### src/iout_fault_map.vh
`ifndef IOUT_FAULT_MAP_VH
`define IOUT_FAULT_MAP_VH

// ****************************************************************
// Command codes
// ****************************************************************
`define CMD_OC_ACTION      8'he5
`define CMD_UC_ACTION      8'he6

// ****************************************************************
// Action register fields and reset value
// ****************************************************************
`define ACTION_RESET       8'h80
`define RESP_HI            7
`define RESP_LO            6
`define RETRY_HI           5
`define RETRY_LO           3
`define DELAY_HI           2
`define DELAY_LO           0
`define RESP_SHUTDOWN      2'h2
`define RETRY_NONE         3'h0
`define RETRY_FOREVER      3'h7

// ****************************************************************
// Status byte bit positions
// ****************************************************************
`define STAT_OC_BIT        7
`define STAT_UC_BIT        6

// ****************************************************************
// Timing
// ****************************************************************
`define RETRY_UNIT_US      35000
`define CLK_PERIOD_NS      100
`define NS_PER_US          1000

`endif

### src/retry_tick.v
`timescale 1ns/1ps
`include "iout_fault_map.vh"

// Free running divider giving one-cycle pulses, restartable so an
// interval can be measured from an exact instant
module retry_tick #(
  parameter TICK_CYCLES = (`RETRY_UNIT_US * `NS_PER_US) / `CLK_PERIOD_NS,
  parameter CW          = 20
) (
  // Clock and reset
  input  wire          ref_clk,
  input  wire          rst_sync_b,
  // Control
  input  wire          restart,
  output reg           tick
);

  reg  [CW-1:0]        count;
  localparam integer   LAST_INT = TICK_CYCLES - 1;
  localparam [CW-1:0]  LAST     = LAST_INT[CW-1:0];

  always @(posedge ref_clk or negedge rst_sync_b) begin
    if (!rst_sync_b) begin
      count <= {CW{1'b0}};
      tick  <= 1'b0;
    end else if (restart) begin
      // Restart edge is the first cycle of the interval; needs two or more cycles per tick
      count <= {{(CW-1){1'b0}}, 1'b1};
      tick  <= 1'b0;
    end else if (count == LAST) begin
      count <= {CW{1'b0}};
      tick  <= 1'b1;
    end else begin
      count <= count + {{(CW-1){1'b0}}, 1'b1};
      tick  <= 1'b0;
    end
  end

endmodule // retry_tick

### src/output_current_fault_response.v
`timescale 1ns/1ps
`include "iout_fault_map.vh"

module output_current_fault_response #(
  parameter TICK_CYCLES = (`RETRY_UNIT_US * `NS_PER_US) / `CLK_PERIOD_NS,
  parameter TICK_W      = 20
) (
  // Clock and reset
  input  wire          ref_clk,
  input  wire          rst_b,
  // Command port
  input  wire          cmd_valid,
  input  wire          cmd_write,
  input  wire [7:0]    cmd_code,
  input  wire [7:0]    cmd_wdata,
  input  wire          clear_faults,
  output reg  [7:0]    cmd_rdata,
  // Fault detectors and system conditions
  input  wire          oc_fault_det,
  input  wire          uc_fault_det,
  input  wire          output_on_cmd,
  input  wire          bias_ok,
  input  wire          other_fault_shutdown,
  // Status and control outputs
  output reg  [7:0]    status_iout,
  output reg           alert_out_n,
  output reg           output_enable,
  output reg           restart_pulse
);

  // ****************************************************************
  // Reset release
  // ****************************************************************
  reg                  rst_meta_b;
  reg                  rst_sync_b;

  always @(posedge ref_clk or negedge rst_b) begin
    if (!rst_b) begin
      rst_meta_b <= 1'b0;
      rst_sync_b <= 1'b0;
    end else begin
      rst_meta_b <= 1'b1;
      rst_sync_b <= rst_meta_b;
    end
  end

  // ****************************************************************
  // States
  // ****************************************************************
  localparam [2:0] ST_IDLE    = 3'h0;
  localparam [2:0] ST_RUN     = 3'h1;
  localparam [2:0] ST_LATCHED = 3'h2;
  localparam [2:0] ST_WAIT    = 3'h3;
  localparam [2:0] ST_ATTEMPT = 3'h4;

  reg  [2:0]           state;
  reg  [2:0]           next_state;
  reg  [7:0]           oc_action;
  reg  [7:0]           uc_action;
  reg  [7:0]           active_action;
  reg  [7:0]           next_active_action;
  reg  [3:0]           ticks_left;
  reg  [3:0]           next_ticks_left;
  reg                  next_enable;
  reg                  next_restart;
  reg                  timer_restart;
  wire                 tick;

  // Interval in whole ticks, field value plus one
  function [3:0] interval_ticks;
    input [7:0] action;
    begin
      interval_ticks = {1'b0, action[`DELAY_HI:`DELAY_LO]} + 4'h1;
    end
  endfunction

  function retries_forever;
    input [7:0] action;
    begin
      retries_forever = (action[`RETRY_HI:`RETRY_LO] == `RETRY_FOREVER);
    end
  endfunction

  // ****************************************************************
  // Configuration registers
  // ****************************************************************
  wire wr_oc = cmd_valid && cmd_write && (cmd_code == `CMD_OC_ACTION);
  wire wr_uc = cmd_valid && cmd_write && (cmd_code == `CMD_UC_ACTION);

  always @(posedge ref_clk or negedge rst_sync_b) begin
    if (!rst_sync_b) begin
      oc_action <= `ACTION_RESET;
      uc_action <= `ACTION_RESET;
      cmd_rdata <= 8'h00;
    end else begin
      if (wr_oc)
        oc_action <= cmd_wdata;
      if (wr_uc)
        uc_action <= cmd_wdata;
      if (cmd_valid && !cmd_write) begin
        case (cmd_code)
          `CMD_OC_ACTION: cmd_rdata <= oc_action;
          `CMD_UC_ACTION: cmd_rdata <= uc_action;
          default:        cmd_rdata <= 8'h00;
        endcase
      end
    end
  end

  // ****************************************************************
  // Fault capture
  // ****************************************************************
  // Faults only count while the output is actually on
  wire oc_hit    = output_enable && oc_fault_det;
  wire uc_hit    = output_enable && uc_fault_det;
  wire fault_hit = oc_hit || uc_hit;
  wire stop_req  = !output_on_cmd || !bias_ok || other_fault_shutdown;

  reg  [7:0]           next_status;

  always @* begin
    next_status = status_iout;
    if (clear_faults)
      next_status = 8'h00;
    // Set beats a simultaneous clear
    if (oc_hit)
      next_status[`STAT_OC_BIT] = 1'b1;
    if (uc_hit)
      next_status[`STAT_UC_BIT] = 1'b1;
  end

  always @(posedge ref_clk or negedge rst_sync_b) begin
    if (!rst_sync_b) begin
      status_iout <= 8'h00;
      alert_out_n <= 1'b1;
    end else begin
      status_iout <= next_status;
      alert_out_n <= !(next_status[`STAT_OC_BIT] || next_status[`STAT_UC_BIT]);
    end
  end

  // ****************************************************************
  // Response sequencer
  // ****************************************************************
  always @* begin
    next_state         = state;
    next_active_action = active_action;
    next_ticks_left    = ticks_left;
    next_enable        = output_enable;
    next_restart       = 1'b0;
    timer_restart      = 1'b0;
    case (state)
      ST_IDLE: begin
        next_enable = 1'b0;
        if (!stop_req) begin
          next_state  = ST_RUN;
          next_enable = 1'b1;
        end
      end
      ST_RUN: begin
        if (fault_hit) begin
          // Overcurrent action wins when both fire together
          next_active_action = oc_hit ? oc_action : uc_action;
          next_enable        = 1'b0;
          if (retries_forever(next_active_action)) begin
            next_state      = ST_WAIT;
            next_ticks_left = interval_ticks(next_active_action);
            timer_restart   = 1'b1;
          end else begin
            next_state = ST_LATCHED;
          end
        end else if (stop_req) begin
          next_state  = ST_IDLE;
          next_enable = 1'b0;
        end
      end
      ST_LATCHED: begin
        next_enable = 1'b0;
        if (clear_faults)
          next_state = ST_IDLE;
      end
      ST_WAIT, ST_ATTEMPT: begin
        if (stop_req) begin
          next_state  = ST_IDLE;
          next_enable = 1'b0;
        end else begin
          if (fault_hit) begin
            next_enable = 1'b0;
            next_state  = ST_WAIT;
          end
          if (tick) begin
            if (ticks_left == 4'h1) begin
              if (state == ST_ATTEMPT && !fault_hit) begin
                next_state = ST_RUN;
              end else if (fault_hit) begin
                // Shutdown wins over the return to ST_RUN due in the same cycle
                next_ticks_left = interval_ticks(active_action);
                timer_restart   = 1'b1;
              end else begin
                // Fault not rechecked before each attempt
                next_state      = ST_ATTEMPT;
                next_enable     = 1'b1;
                next_restart    = 1'b1;
                next_ticks_left = interval_ticks(active_action);
                timer_restart   = 1'b1;
              end
            end else begin
              next_ticks_left = ticks_left - 4'h1;
            end
          end
        end
      end
      default: begin
        next_state  = ST_IDLE;
        next_enable = 1'b0;
      end
    endcase
  end

  always @(posedge ref_clk or negedge rst_sync_b) begin
    if (!rst_sync_b) begin
      state         <= ST_IDLE;
      active_action <= `ACTION_RESET;
      ticks_left    <= 4'h0;
      output_enable <= 1'b0;
      restart_pulse <= 1'b0;
    end else begin
      state         <= next_state;
      active_action <= next_active_action;
      ticks_left    <= next_ticks_left;
      output_enable <= next_enable;
      restart_pulse <= next_restart;
    end
  end

  // ****************************************************************
  // Retry time base
  // ****************************************************************
  retry_tick #(
    .TICK_CYCLES (TICK_CYCLES),
    .CW          (TICK_W)
  ) u_retry_tick (
    .ref_clk     (ref_clk),
    .rst_sync_b  (rst_sync_b),
    .restart     (timer_restart),
    .tick        (tick)
  );

endmodule // output_current_fault_response

### config.mk
export PLATFORM = sky130hd
export DESIGN_NAME = output_current_fault_response
export DESIGN_NICKNAME = d
export VERILOG_FILES = /design/src/retry_tick.v /design/src/output_current_fault_response.v
export VERILOG_INCLUDE_DIRS = /design/src /design/src/src
export SDC_FILE = /design/constraint.sdc
export NUM_CORES = 1
export LEC_CHECK = 0
export BUFFER_PORTS_ARGS = -buffer_cell sky130_fd_sc_hd__buf_2
export CELL_PAD_IN_SITES_DETAIL_PLACEMENT = 0
export CELL_PAD_IN_SITES_GLOBAL_PLACEMENT = 1
export CORE_MARGIN = 5
export CORE_UTILIZATION = 42
export CTS_BUF_LIST = sky130_fd_sc_hd__clkbuf_8
export DETAILED_ROUTE_END_ITERATION = 10
export GPL_TIMING_DRIVEN = 0
export PLACE_DENSITY = 0.85
export SYNTH_ARGS = -nofsm -noshare
export SYNTH_HDL_FRONTEND = slang
export SYNTH_SLANG_ARGS = --single-unit
### constraint.sdc
create_clock -name ref_clk -period 1.87 [get_ports ref_clk]
set_input_delay 0.187 -clock ref_clk [delete_from_list [all_inputs] [get_ports ref_clk]]
set_output_delay 0.187 -clock ref_clk [all_outputs]
set_load 0.05 [all_outputs]
* Word level (Yosys, flattened, before mapping)
Index checks and enable logic that the tools add are counted.
** Word-level totals
- Register bits after elaboration :: 62
- Output and inout port bits :: 19
- Logic and storage cells :: 108
** Operators by class
- Add/sub/neg operators :: 4
- Equal/unequal tests :: 17
- Mux-type cells :: 51
- Reductions and logical operators :: 22
** Operators by type and width (count)
- $mux 20 :: 2
- $mux 3 :: 10
- $mux 1 :: 26
- $mux 4 :: 6
- $add 20x1->20 const B :: 1
- $eq 20x19->1 const B :: 1
- $eq 8x8->1 const B :: 2
- $pmux 8 s2 :: 1
- $pmux 3 s4 :: 1
- $ne 2x2->1 const B :: 5
- $add 3x1->4 const B :: 2
- $mux 8 :: 1
- $pmux 4 s2 :: 1
- $logic_and 1x1->1 :: 7
- $eq 3x2->1 const B :: 2
- $eq 3x3->1 const B :: 2
- $mux 6 :: 1
- $ne 3x3->1 const B :: 2
- $reduce_and 6->1 :: 1
- $logic_not 1->1 :: 5
- $eq 4x1->1 const B :: 1
- $logic_or 1x1->1 :: 4
- $sub 4x1->4 const B :: 1
- $eq 3x1->1 const B :: 1
- 8 further kinds :: 8

* Depth between registers and ports, before layout
Gate-level depths: netlist of run 1.
- Word-level depth :: 10
- Gate-level depth with buffers :: 8
- Gate-level depth less buffers :: 7

* Modules after synthesis
Synthesis of run 1 repeated with hierarchy kept, for this count alone.
** Unflattened totals
- Cell total of the unflattened synthesis :: 298
- Area total of the unflattened synthesis :: 3196.8 um2
** Modules (own cells, without submodules)
- output_current_fault_response :: instances 1, cells each 192, area an instance 2118.3 um2, sequential area each 1029.7 um2
- retry_tick :: instances 1, cells each 106, area an instance 1078.5 um2, sequential area each 525.5 um2

* Worst setup path before layout of run 1
No wires, ideal clock.
- Path type :: register to register
- From :: reg output_enable
- To :: reg ticks_left[1]
- Setup time :: 0.125 ns
- Data arrival time :: 1.895 ns
- Data required time :: 1.745 ns
- Slack :: -0.150 ns
- Cell stages (with the launch flop) :: 7
- Path buffers :: 0
- Period minus slack after synthesis :: 2.020 ns
- Path through :: dfrtp_1 nand2_1 mux2_2 ha_1 nor2_1 a21oi_1 mux2_2
** On the way
- Cells in the longest elaborated chain, start to end :: 6
- Elaborated cells on any way between the ends :: 15
- Those cells by class :: add/sub: 1; eq/ne: 4; mux: 4; reduce/logical: 6
** Ends and longest elaborated chain
- start: declaration :: line output_current_fault_response.v:27 : output reg output_enable,
- start signal: assignment :: line output_current_fault_response.v:231 : output_enable <= next_enable;
- $logic_and 1x1->1 (on tied branches) :: line output_current_fault_response.v:114, output_current_fault_response.v:115
- $mux 6 / $logic_or 1x1->1 (equally long branches) :: line output_current_fault_response.v:163, output_current_fault_response.v:116
- $add 3x1->4 / $logic_not 1->1 (equally long branches) :: line output_current_fault_response.v:73, output_current_fault_response.v:193
- $mux 4 / $logic_and 1x1->1 (equally long branches) :: line output_current_fault_response.v:165, output_current_fault_response.v:193
- $mux 4 / $ne 3x3->1 (equally long branches)
- $pmux 4 s2 / $reduce_and 6->1 (equally long branches)
- end signal: assignment :: line output_current_fault_response.v:230 : ticks_left <= next_ticks_left;
- end: declaration :: line output_current_fault_response.v:62 : reg [3:0] ticks_left;
Parallel ways exist; a longest one is shown, timed or not. The select of a mux whose other input is x is not followed.
A chain may end at the register's enable or synchronous reset.

* Final worst setup path of run 1
- From :: reg ticks_left[1]
- To :: reg u_retry_tick.count[14]
** On the way
- Cells in the longest elaborated chain, start to end :: 6
** Ends and longest elaborated chain
- $eq 4x1->1 :: line output_current_fault_response.v:192 : if (ticks_left == 4'h1) begin
- $mux 1 :: line output_current_fault_response.v:192
- $mux 1 :: line output_current_fault_response.v:191 : if (tick) begin
- $mux 1 :: line output_current_fault_response.v:183 : if (stop_req) begin
- $pmux 1 s2 :: line output_current_fault_response.v:152 : case (state)
- $mux 20 :: line retry_tick.v:26 : end else if (restart) begin
- end signal: assignment :: line retry_tick.v:24 : count <= {CW{1'b0}};
- end signal: assignment :: line retry_tick.v:28 : count <= {{(CW-1){1'b0}}, 1'b1};
- end signal: assignment :: line retry_tick.v:31 : count <= {CW{1'b0}};
- end: declaration :: line retry_tick.v:18 : reg [CW-1:0] count;
Every way passes these cells.

==> results of run 1 <==
==> cells by family (layout without fill, tap and decap cells) <==
kind of cell,count (synthesis),after routing,share of synthesized area
buffers and inverters,17,79,0.0300
XOR/XNOR,20,20,0.0559
other,2,7,0.00240
AND/OR/NAND/NOR,108,108,0.195
multiplexers,31,31,0.110
AO/OA/AOI/OAI,45,45,0.0907
flip-flops,62,62,0.496
adder cells (fa/ha/maj),5,5,0.0200
==> critical path: cells and delay by family (launching register included) <==
| family | cells | cell delay, ns |
|---|---|---|
| buffers and inverters | 2 | 0.22 |
| DFF | 1 | 0.39 |
| adders and majority gates | 1 | 0.13 |
| AOI/OAI and AO/OA | 1 | 0.13 |
| and+or+nand+nor | 4 | 0.83 |
==> Yosys cell counts (2+ instances only) <==
library cell  number
dfstp_2            3
a22oi_1            9
ha_1               5
nand3b_1           2
dfrtp_1           59
nand2_1           14
o21a_1             2
nor3b_2            2
xor2_1            11
nand3_2            2
and3_1            11
nor2b_1            3
mux2_2            27
nand3_1           10
xnor2_1            9
clkbuf_1           2
nor2_1            36
mux2i_1            4
nand2b_1           3
a21oi_1           16
nor4b_1            2
nand4_1            5
o21ai_0            9
conb_1             2
nor3b_4            2
nor3_1             6
inv_1              7
buf_4              6
==> repair_timing <==
action / 4_1_cts / 5_1_grt
gates resized for setup: 11 / 8
hold buffers: 1 / 0
pin swaps: 3 / 2
cloned: 0 / 0
setup buffers: 5 / 2
hold endpoints to repair: 2 / 0
setup endpoints to repair: 24 / 25
==> cell type report <==
type                            instances  area [µm²]
Clock buffer                           10         138
Buffer                                  9        67.6
Fill cell                             671        3380
Tap cell                               99         124
Sequential cell                        62        1560
Inverter                                7        26.3
Multi-Input combinational cell        216        1590
Clock inverter                          6        85.1
Timing Repair Buffer                   47         285
==> layout by cell type, fill, tap and decap left out, types with 3 or more instances in the layout <==
cell type and n:
dfrtp_1 57, buf_2 38, nor2_1 35, mux2_2 27
a21oi_1 16, nand2_1 13, buf_4 12, xor2_1 11
and3_1 10, nand3_1 10, clkbuf_8 10, o21ai_0 9
xnor2_1 9, a22oi_1 9, conb_1 7, inv_1 6
nand4_1 5, nor3_1 5, mux2i_1 4, nand2b_1 3
nand2_4 3, nor2b_1 3, nor3b_4 3, ha_1 3
dfstp_2 3
==> flip-flops by register name, indices dropped and copies added (netlist names), 2 cells and up <==
| signal | flops |
|---|---|
| active_action | 3 |
| u_retry_tick.count | 20 |
| oc_action | 8 |
| cmd_rdata | 8 |
| ticks_left | 4 |
| uc_action | 8 |
| state | 3 |
| status_iout | 2 |
==> worst max path at each step <==
stage / from / endpoint / cells past startpoint
global placement: rst_sync_b / output_enable / 0
finish: ticks_left[1] / u_retry_tick.count[14] / 8
global route: u_retry_tick.count[0] / u_retry_tick.count[14] / 6
CTS: ticks_left[1] / ticks_left[0] / 6
floorplan: rst_sync_b / output_enable / 0
detailed placement: ticks_left[1] / ticks_left[0] / 6
==> through the flow <==
stage               power, mW  cell area, µm²  cells
floorplan                1.77            3150    295
global placement         1.87            3470    432
detailed placement       1.89            3490    433
CTS                      3.21            3820    455
global route             3.30            3870    456
finish                   3.17            3870    456
==> power by group <==
group / total (mW) / internal [mW] / switching (mW)
clock: 1.31 / 0.781 / 0.525
combinational: 0.411 / 0.131 / 0.281
sequential: 1.46 / 1.40 / 0.0579
total: 3.17 / 2.31 / 0.864
==> per-layer routing <==
metal  global-route usage  up-vias  share of wire
met5                    0        -              0
met4               0.0350        0         0.0072
met3               0.0480        9          0.051
met2                0.283       49           0.52
met1                0.184     1153           0.42
li1                     -     1135              -
==> results.md, run 1 <==
* WP data arrival at 2.02 ns
* Slew margin rel. at 0.505
* Hold_sp: cmd_wdata[4]
* CTS Sinks at 62
* Setup TNS Final at 0 ns
* Min Tclk post-route at 1.80 ns
* P&R area growth vs syn at 23.6%
* Maximum vdd drop at 0.000515 V
* 1st-iter DRT viols at 82
* Share of cells above drive strength 1 at 0.350
* Reg2Reg Depth at 8
* # diodes at 0
* Netlist cell types at 49
* CP max stage delay at 0.50 ns
* Synthesized area per cell at 10.8 µm²
* Util after Layout at 0.534
* Area leader, netlist: dfrtp_1
* Clock Tree Buf Depth at 2
* Core ar. at 0.00725 mm²
* Root buffer cell: clkbuf_8
* Primary FF master, synth: dfrtp_1
* Worst r2r dst: u_retry_tick.count[14]
* Dominant cells by area after synthesis: dfrtp_1, mux2_2, nor2_1
* Synth warnings at 0
* Setup CP Type: flop to flop
* Initial Util at 0.432
* Via-per-instance ratio at 5.14
* GRT Total Usage at 0.157
* Gp weighted congestion at 0.808
* Post-route clock skew at 0.0107 ns
* Endpoints failing setup at 0
* Initial antenna violation count at 0
* Register area share after synthesis at 0.496
* Worst Setup Start Kind: flop
* CTS Buf Count at 9
* R2R Setup Slk at 0.07 ns
* Total grt overflow at 0
* Die X at 96.4 µm
* Remaining antenna violation count after routing at 0
* CP Cell Sequence: inv_2, ha_4, or4bb_4, nor2_4, a22oi_2, nand2_4, buf_8, nor2_1
* Final worst setup slack at 0.0702 ns
* Total number of H-tree levels at 3
* Drt first pass iters at 4
* Number of global-route vias before repair at 2467
* Peak fanout along the critical path at 10
* HPWL Detailed at 4710 µm
* Final Max Tran Viols at 0
* Clk_lat worst skew at 0.34 ns
* Critical Path RT at 2.09 ns
* Max-Cap Viols at 0
* Mapped Cells at 290
* Synth top area share at 0.471
* TritonCTS clock tree: done
* Status: finished clean
* Crit. End Element: flop
* RSZ-0062 raised after global routing: yes
* Final Hold Slack at 0.0952 ns
* Fraction of registers with async set/reset at 1.00
* Port Buffers at 38
* Hold depth at 2
* Static Leak at 1.81 nW
* Max stage delay cell, worst path: or4bb_4
* Layout Nets at 383
* Drc violations at 0
* Fmax at 556 MHz
* Synth Register Bits at 62
* Final wirelength at 6700 µm
* FF-to-FF Start: ticks_left[1]
* Synthesized area at 0.00313 mm²
* Slew @ Worst Pin at 0.737 ns
* Vias at 2346
* Post-synth EDFFs at 0
* Class of the worst hold path: input pin to flop
* Post-Place Worst Slack at -0.270 ns
* Final worst-path cycle share at 0.962
* Fin. Hold Viols at 0
* Global-route wire length before repair at 11400 µm
* I/O pins at 45
* Largest net degree at the start of global routing at 37
* WL/cell at 14.7 µm
* PD cells at 820 mW/mm²
* Rows at 31
* Die area at 0.00929 mm²
* Clock Pin Slew Worst Setup and Hold Paths at 0.07 ns
* Die Ht at 96.4 µm
* Hold Path End: oc_action[4]
Power figures use the tool's default switching activity.
==> inputs of run 2 (changes only) <==
--- a/config.mk
+++ b/config.mk
@@ -15,6 +15,8 @@
 export DETAILED_ROUTE_END_ITERATION = 10
 export GPL_TIMING_DRIVEN = 0
 export PLACE_DENSITY = 0.85
+export RECOVER_POWER = 50
 export SYNTH_ARGS = -nofsm -noshare
 export SYNTH_HDL_FRONTEND = slang
+export SYNTH_HIERARCHICAL = 1
 export SYNTH_SLANG_ARGS = --single-unit
==> run 2 against run 1 <==
Effect of this change:
- non-clock buffer count is 15 higher
- total power is 2.9% higher
- highest routed layer unchanged
- register-to-register slack worse by 0.06 ns
- die area is 1.8% higher
- largest power group unchanged
- clock-buffer cell count stayed put
- global-route usage is 0.12 points lower
- final area is 3.1% higher
==> results.md, run 2 <==
* Slew @ Worst Pin at 1.27 ns (+0.531 ns)
* Net Sw Power at 1.02 mW (+18%)
* Core ar. at 0.00733 mm² (+1.1%)
* CP Cell Sequence: ha_4, nor3b_4, buf_6, nand2_2, a21oi_2, a211oi_4, mux2_4
* Synth Area in Adders at 0.0196 (-0.000399)
* Primary FF master, synth: dfrtp_1
* Area leader, netlist: dfrtp_1
* Worst Setup Start Kind: flop
* Static Leak at 1.83 nW (+0.77%)
* Vias at 2469 (+5.2%)
* Final Power at 3.27 mW (+2.9%)
* Worst r2r dst: ticks_left[2]
* Synth Register Bits at 62 (unchanged)
* Dominant cells by area after synthesis: dfrtp_1, mux2_2, nor2_1
* Most Used Layer, Global Route: met2
* Rows at 31 (unchanged)
* Met1 usage at 0.194 (+0.0102)
* GRT Total Usage at 0.156 (-0.00120)
* Clock Pin Slew Worst Setup and Hold Paths at 0.06 ns (about the same)
* Min Tclk post-route at 1.86 ns (+0.0582 ns)
* Drc violations at 0 (unchanged)
* Fmax at 538 MHz (-3.1%)
* Peak fanout along the critical path at 5 (-5)
* Class of the worst hold path: input pin to flop
* Hold depth at 2 (unchanged)
* Synth top area share at 0.462 (-0.00941)
* Layout Nets at 404 (+5.5%)
* Gp weighted congestion at 0.801 (-0.85%)
* Mapped Cells at 298 (+2.8%)
* Post-synth EDFFs at 0 (unchanged)
* Mux contribution to synthesized area at 0.113 (+0.00329)
* Synth top cells by count: dfrtp_1, nor2_1, mux2_2, nand2_1, a21oi_1
* FF-to-FF Start: ticks_left[0]
* Placed Area at 0.00355 mm² (+1.8%)
* Leading cell type in the layout, fill and taps excluded: dfrtp_1
* Grt met2 use at 0.264 (-0.0186)
* Part of the power in combinational logic at 0.238 (+0.108)
* Fill cells at 657 (-2.1%)
* Setup CP Type: flop to flop
* 1st-iter DRT viols at 120 (+46%)
* Reg2Reg Depth at 7 (-1)
* Synthesized area per cell at 10.7 µm² (-0.70%)
* Die area at 0.00946 mm² (+1.8%)
* CTS Buf Count at 9 (unchanged)
* Via-per-instance ratio at 5.20 (+1.0%)
* Crit. End Element: flop
* RSZ-0062 raised after global routing: yes
* Number of global-route vias before repair at 2507 (+1.6%)
* Fraction of registers with async set/reset at 1.00 (unchanged)
* Hold Path End: uc_action[7]
* Largest family of logic cells by synthesized area: simple AND/OR/NAND/NOR gates
* Sequential cell area at 0.00156 mm² (+0.16%)
* Most frequent cells in the layout: dfrtp_1, buf_2, nor2_1
* Share of cells above drive strength 1 at 0.380 (+0.0302)
* P_int at 2.25 mW (-2.7%)
* Met3 Track Usage GR at 0.0481 (+0.0000728)
* Slew margin rel. at 0.155 (-0.350)
* Critical Path RT at 2.09 ns (about the same)
* Synth warnings at 6 (+6)
* WP data arrival at 2.08 ns (+0.06 ns)
* Maximum vdd drop at 0.000345 V (-33%)
* Final wirelength at 7080 µm (+5.8%)
* Cell Count, Final, Fillers Out at 475 (+4.2%)
* Netlist cell types at 50 (+2.0%)
* Port Buffers at 38 (unchanged)
* Endpoints failing setup at 0 (unchanged)
* Drt first pass iters at 4 (unchanged)
* Clock Tree Buf Depth at 2 (unchanged)
* Register area share after synthesis at 0.486 (-0.00991)
* Placed Cells at 440 (+1.6%)
* Compound-Gate Fraction of Synth Area at 0.0975 (+0.00680)
* Fin. Hold Viols at 0 (unchanged)
* Root buffer cell: clkbuf_8
* I/O pins at 45 (unchanged)
* Die Ht at 97.2 µm (+0.91%)
* CP max stage delay at 0.41 ns (-0.09 ns)
* R2R Setup Slk at 0.01 ns (-0.06 ns)
* Hold_sp: cmd_wdata[7]
* Footprint of the multi-input gates at 0.00168 mm² (+6.0%)
* HPWL Detailed at 4690 µm (-0.39%)
* Initial antenna violation count at 0 (unchanged)
* Max stage delay cell, worst path: dfrtp_1
* XOR/XNOR Fraction of Synth Area at 0.0466 (-0.00934)
* WL/cell at 14.9 µm (+1.5%)
* Largest net degree at the start of global routing at 61 (+65%)
* Post-Synth Simple-Gate Area at 0.200 (+0.00550)
* Sw Share at 0.312 (+0.0396)
* Part of the power in registers at 0.463 (+0.004)
* CTS Sinks at 62 (unchanged)
* Max-Cap Viols at 0 (unchanged)
* Fin area at 0.00399 mm² (+3.1%)
* Top reg by flops: u_retry_tick/count
* Post-route clock skew at 0.00757 ns (-0.00308 ns)
* Top-count cell post-synth: dfrtp_1
* Initial Util at 0.436 (+0.00413)
* Remaining antenna violation count after routing at 0 (unchanged)
* P&R area growth vs syn at 24.9%
* Clk_lat worst skew at 0.34 ns (about the same)
* Util after Layout at 0.545 (+0.0109)
* PD cells at 818 mW/mm² (-0.23%)
* Status: finished clean
* Clk pwr share at 0.298 (-0.114)
* Global-route wire length before repair at 12100 µm (+6.3%)
* Final worst-path cycle share at 0.994 (+0.0311)
* Synthesized area at 0.00320 mm² (+2.0%)
* Total number of H-tree levels at 3 (unchanged)
* Final Max Tran Viols at 0 (unchanged)
* TritonCTS clock tree: done
* Total grt overflow at 0 (unchanged)
* Largest register FFs at 20 (unchanged)
* # diodes at 0 (unchanged)
* Die X at 97.2 µm (+0.91%)
==> run 2: changes by cell type after synthesis, moves of 2 or more <==
cell	delta
o31ai_1	+2
mux2_2	-3
or3_1	+3
o21ai_0	+3
and3_1	-11
xnor2_1	+2
nand2b_1	-2
and4_1	+3
mux2i_1	+4
nand2_1	+6
and3b_1	+2
xor2_1	-5
nor4_1	+4
==> run 2: power by group through the flow <==
stage               Clock (mW)  Combinational, mW  Sequential (mW)
detailed placement           0              0.578             1.53
floorplan                    0              0.339             1.62
finish                   0.974              0.779             1.51
CTS                      0.999              0.703             1.51
global placement             0              0.562             1.53
global route              1.09              0.838             1.53
==> run 2: worst max-delay path, delay by kind of cell (launching register included) <==
kind            cells  cell delay [ns]
buf+inv             1             0.14
mux                 1             0.34
compound gates      2             0.46
flops               1             0.41
fa+ha+maj           1             0.17
simple gates        2             0.23
==> run 2: stage by stage <==
step | TNS, ns | setup WS [ns] | hold slack (ns)
2_1_floorplan | 0 | 0.0194 | -0.109
3_3_place_gp | -5.23 | -0.298 | -0.0279
3_5_place_dp | -6.25 | -0.342 | -0.0274
4_1_cts | 0 | 0.0119 | 0.0827
5_1_grt | -0.768 | -0.0523 | 0.0726
6_report | 0 | 0.0120 | 0.0915
==> run 2: logic make-up after synthesis <==
logic type	Yosys count
mux	33
other cells	2
buf+inv	20
simple gates	112
fa+ha+maj	5
compound gates	47
flops	62
xor+xnor	17
==> run 2: repair_timing <==
action                     in CTS  in global routing
pin swaps                       6                  9
setup endpoints to repair      23                 22
hold endpoints to repair        2                  0
buffers inserted               12                 10
resized for setup              18                 16
hold buffers                    1                  0
==> run 2: metal layers <==
layer / routed length [µm] / vias up
met1: 3160 / 1219
met2: 3600 / 35
met4: 76 / 0
met3: 242 / 8
li1: - / 1207
met5: 0 / -
==> run 2: cell type report <==
type / instances / area share
plain buffers: 11 / 0.0182
clock buffers: 10 / 0.0345
clock inverters: 4 / 0.00439
inverters: 8 / 0.00752
multi-input cells: 221 / 0.421
flip-flops and latches: 62 / 0.391
well taps: 99 / 0.0310
repair buffers: 60 / 0.0921
==> run 2: worst max-delay path by stage <==
stage / start / endpoint / cells past startpoint
2_1_floorplan: ticks_left[1] / u_retry_tick/count[12] / 9
3_3_place_gp: ticks_left[1] / u_retry_tick/count[12] / 9
3_5_place_dp: ticks_left[1] / u_retry_tick/count[12] / 9
4_1_cts: output_enable / ticks_left[2] / 6
5_1_grt: ticks_left[1] / u_retry_tick/count[3] / 10
6_report: ticks_left[0] / ticks_left[2] / 7
==> inputs of run 3 (changes only) <==
--- a/config.mk
+++ b/config.mk
@@ -14,7 +14,7 @@
 export CTS_BUF_LIST = sky130_fd_sc_hd__clkbuf_8
 export DETAILED_ROUTE_END_ITERATION = 10
 export GPL_TIMING_DRIVEN = 0
-export PLACE_DENSITY = 0.85
+export PLACE_DENSITY = 0.89
 export RECOVER_POWER = 50
 export SYNTH_ARGS = -nofsm -noshare
 export SYNTH_HDL_FRONTEND = slang
==> run 3 against run 2 <==
Effect of this change:
- the run now ends with negative setup slack left
- first-iteration DRC count is 13% lower
- largest power group unchanged
- clock-buffer cell count is 1 lower
- largest cell class unchanged
- die area stayed put
- core utilization is 0.29 points higher
- sequential power hardly changed
- sequential cell count stayed put
- critical path depth is 3 lower
- clock skew is 0.0015 ns higher
- maximum frequency is 1.8% lower
- hold slack worse by 0.020 ns
- sequential share of layout area is 0.27 points lower
- wire length hardly changed
==> results.md, run 3 (synthesized netlist as in run 2, its figures left out) <==
* Core ar. at 0.00733 mm² (unchanged)
* TritonCTS clock tree: done
* Leading cell type in the layout, fill and taps excluded: dfrtp_1
* Drc violations at 0 (unchanged)
* Cell family with most CP delay: simple AND/OR/NAND/NOR gates
* CP Buf/Inv Count at 1 (unchanged)
* Share of cells above drive strength 1 at 0.374 (-0.00634)
* RSZ-0062 raised after global routing: yes
* Static Leak at 1.81 nW (-0.82%)
* P&R area growth vs syn at 25.6%
* GRT Total Usage at 0.152 (-0.00447)
* Die Ht at 97.2 µm (unchanged)
* Die area at 0.00946 mm² (unchanged)
* I/O pins at 45 (unchanged)
* Initial antenna violation count at 0 (unchanged)
* Port Buffers at 38 (unchanged)
* Placed Cells at 440 (unchanged)
* Vias at 2436 (-1.3%)
* Total number of H-tree levels at 3 (unchanged)
* Drt first pass iters at 4 (unchanged)
* WP data arrival at 2.13 ns (+0.05 ns)
* Number of global-route vias before repair at 2447 (-2.4%)
* Min Tclk post-route at 1.89 ns (+0.0336 ns)
* Largest register FFs at 20 (unchanged)
* Maximum vdd drop at 0.000538 V (+56%)
* Grt met2 use at 0.250 (-0.0143)
* Initial Util at 0.436 (unchanged)
* Status: complete, but fails checks
* Class of the worst hold path: input pin to flop
* Post-route clock skew at 0.00908 ns (+0.00151 ns)
* Remaining antenna violation count after routing at 0 (unchanged)
* Worst Setup Start Kind: flop
* Clock Pin Slew Worst Setup and Hold Paths at 0.08 ns (+0.02 ns)
* # diodes at 0 (unchanged)
* Die X at 97.2 µm (unchanged)
* Final wirelength at 7080 µm (about the same)
* Max stage delay cell, worst path: or4b_4
* 1st-iter DRT viols at 104 (-13%)
* Root buffer cell: clkbuf_8
* Slew @ Worst Pin at 1.30 ns (+0.0272 ns)
* Top reg by flops: u_retry_tick/count
* Clk_lat worst skew at 0.34 ns (about the same)
* Via-per-instance ratio at 5.21 (+0.14%)
* Max-Cap Viols at 0 (unchanged)
* Rows at 31 (unchanged)
* Most Used Layer, Global Route: met2
* CTS Buf Count at 9 (unchanged)
* Cell Count, Final, Fillers Out at 468 (-1.5%)
* Total grt overflow at 0 (unchanged)
* Fmax at 529 MHz (-1.8%)
* Post-Place Worst Slack at -0.325 ns (+0.0170 ns)
* Critical Path RT at 2.11 ns (+0.02 ns)
* Most frequent cells in the layout: dfrtp_1, buf_2, nor2_1
* Global-route wire length before repair at 11600 µm (-4.1%)
* Layout Nets at 395 (-2.2%)
* Met3 Track Usage GR at 0.0517 (+0.00359)
* Crit. End Element: flop
* Final Max Tran Viols at 0 (unchanged)
* PD cells at 913 mW/mm² (+12%)
* WL/cell at 15.1 µm (+1.4%)
* Setup CP Type: flop to flop
* CTS Sinks at 62 (unchanged)
* Final worst setup slack at -0.0217 ns (-0.0336 ns)
* Largest net degree at the start of global routing at 61 (unchanged)
* Failing checks: negative setup slack
* Final worst-path cycle share at 1.01 (+0.0180)
* Met1 usage at 0.182 (-0.0117)
* Endpoints failing setup at 12 (+12)
* Gp weighted congestion at 0.824 (+2.9%)
* Slew margin rel. at 0.136 (-0.0182)
* Peak fanout along the critical path at 5 (unchanged)
* CP Cell Sequence: or4b_4, o41ai_4, buf_4, nor2_1
* CP max stage delay at 0.58 ns (+0.17 ns)
* HPWL Detailed at 4820 µm (+2.7%)
* Clock Tree Buf Depth at 2 (unchanged)
* Fin. Hold Viols at 0 (unchanged)
## run 3: cell count changes in the layout (fill, tap and decap cells not counted), moves of 3 or more
cell / delta
nor2_2: +3
buf_4: -7
bufinv_16: +3
nor2_1: -3
## run 3: through the flow
stage | power (mW) | utilization | hold slack (ns) | setup TNS (ns) | cell area (µm²)
floorplan | 1.96 | - | -0.109 | 0 | 3240
global placement | 2.09 | 0.484 | -0.0277 | -4.79 | 3550
detailed placement | 2.11 | 0.484 | -0.0251 | -5.72 | 3550
CTS | 3.64 | 0.534 | 0.0581 | 0 | 3910
global route | 3.84 | 0.548 | 0.0830 | -1.21 | 4010
finish | 3.67 | 0.548 | 0.0715 | -0.153 | 4010
## run 3: repair_timing
| action | CTS | global route |
|---|---|---|
| setup buffers | 7 | 4 |
| gates cloned | 1 | 0 |
| pin swaps | 3 | 15 |
| endpoints found under the setup margin | 23 | 24 |
| hold buffers | 1 | 0 |
| gates resized for setup | 11 | 22 |
| endpoints found under the hold margin | 2 | 0 |
## run 3: metal layers
| layer | vias to the layer above | share of wire |
|---|---|---|
| met4 | 0 | 0.015 |
| met5 | - | 0 |
| met2 | 49 | 0.49 |
| met3 | 11 | 0.048 |
| met1 | 1187 | 0.45 |
| li1 | 1189 | - |
## run 3: final cells by class
class                      count  area, µm²
clock inverter                 7        121
timing repair buffer          51        293
multi-input combinational    221       1690
clock buffer                   9        124
buffer                        11       72.6
inverter                       8       30.0
sequential                    62       1560
fill                         641       3320
tap                           99        124
## run 3: final timing paths
path                            cells past startpoint             startpoint                      to  slack (ns)
max in group asynchronous                           0             rst_sync_b   u_retry_tick/count[4]        0.44
worst max-delay path                                4  u_retry_tick/count[4]  u_retry_tick/count[11]       -0.02
worst min register to register                      0             rst_meta_b              rst_sync_b        0.35
min in group asynchronous                           2                  rst_b              rst_meta_b        0.16
worst min-delay path                                2           cmd_wdata[7]            uc_action[7]        0.07
worst max register to register                      4  u_retry_tick/count[4]  u_retry_tick/count[11]       -0.02
## run 3: worst register-to-register path, stage by stage, from the launching register on
cell and delay (ns):
dfrtp_2 0.44, or4b_4 0.58, o41ai_4 0.49, buf_4 0.23
nor2_1 0.05
## run 3: power by group
part | internal (mW) | switching [mW]
clock | 0.891 | 0.548
sequential | 1.42 | 0.0884
combinational | 0.292 | 0.422
total | 2.61 | 1.06
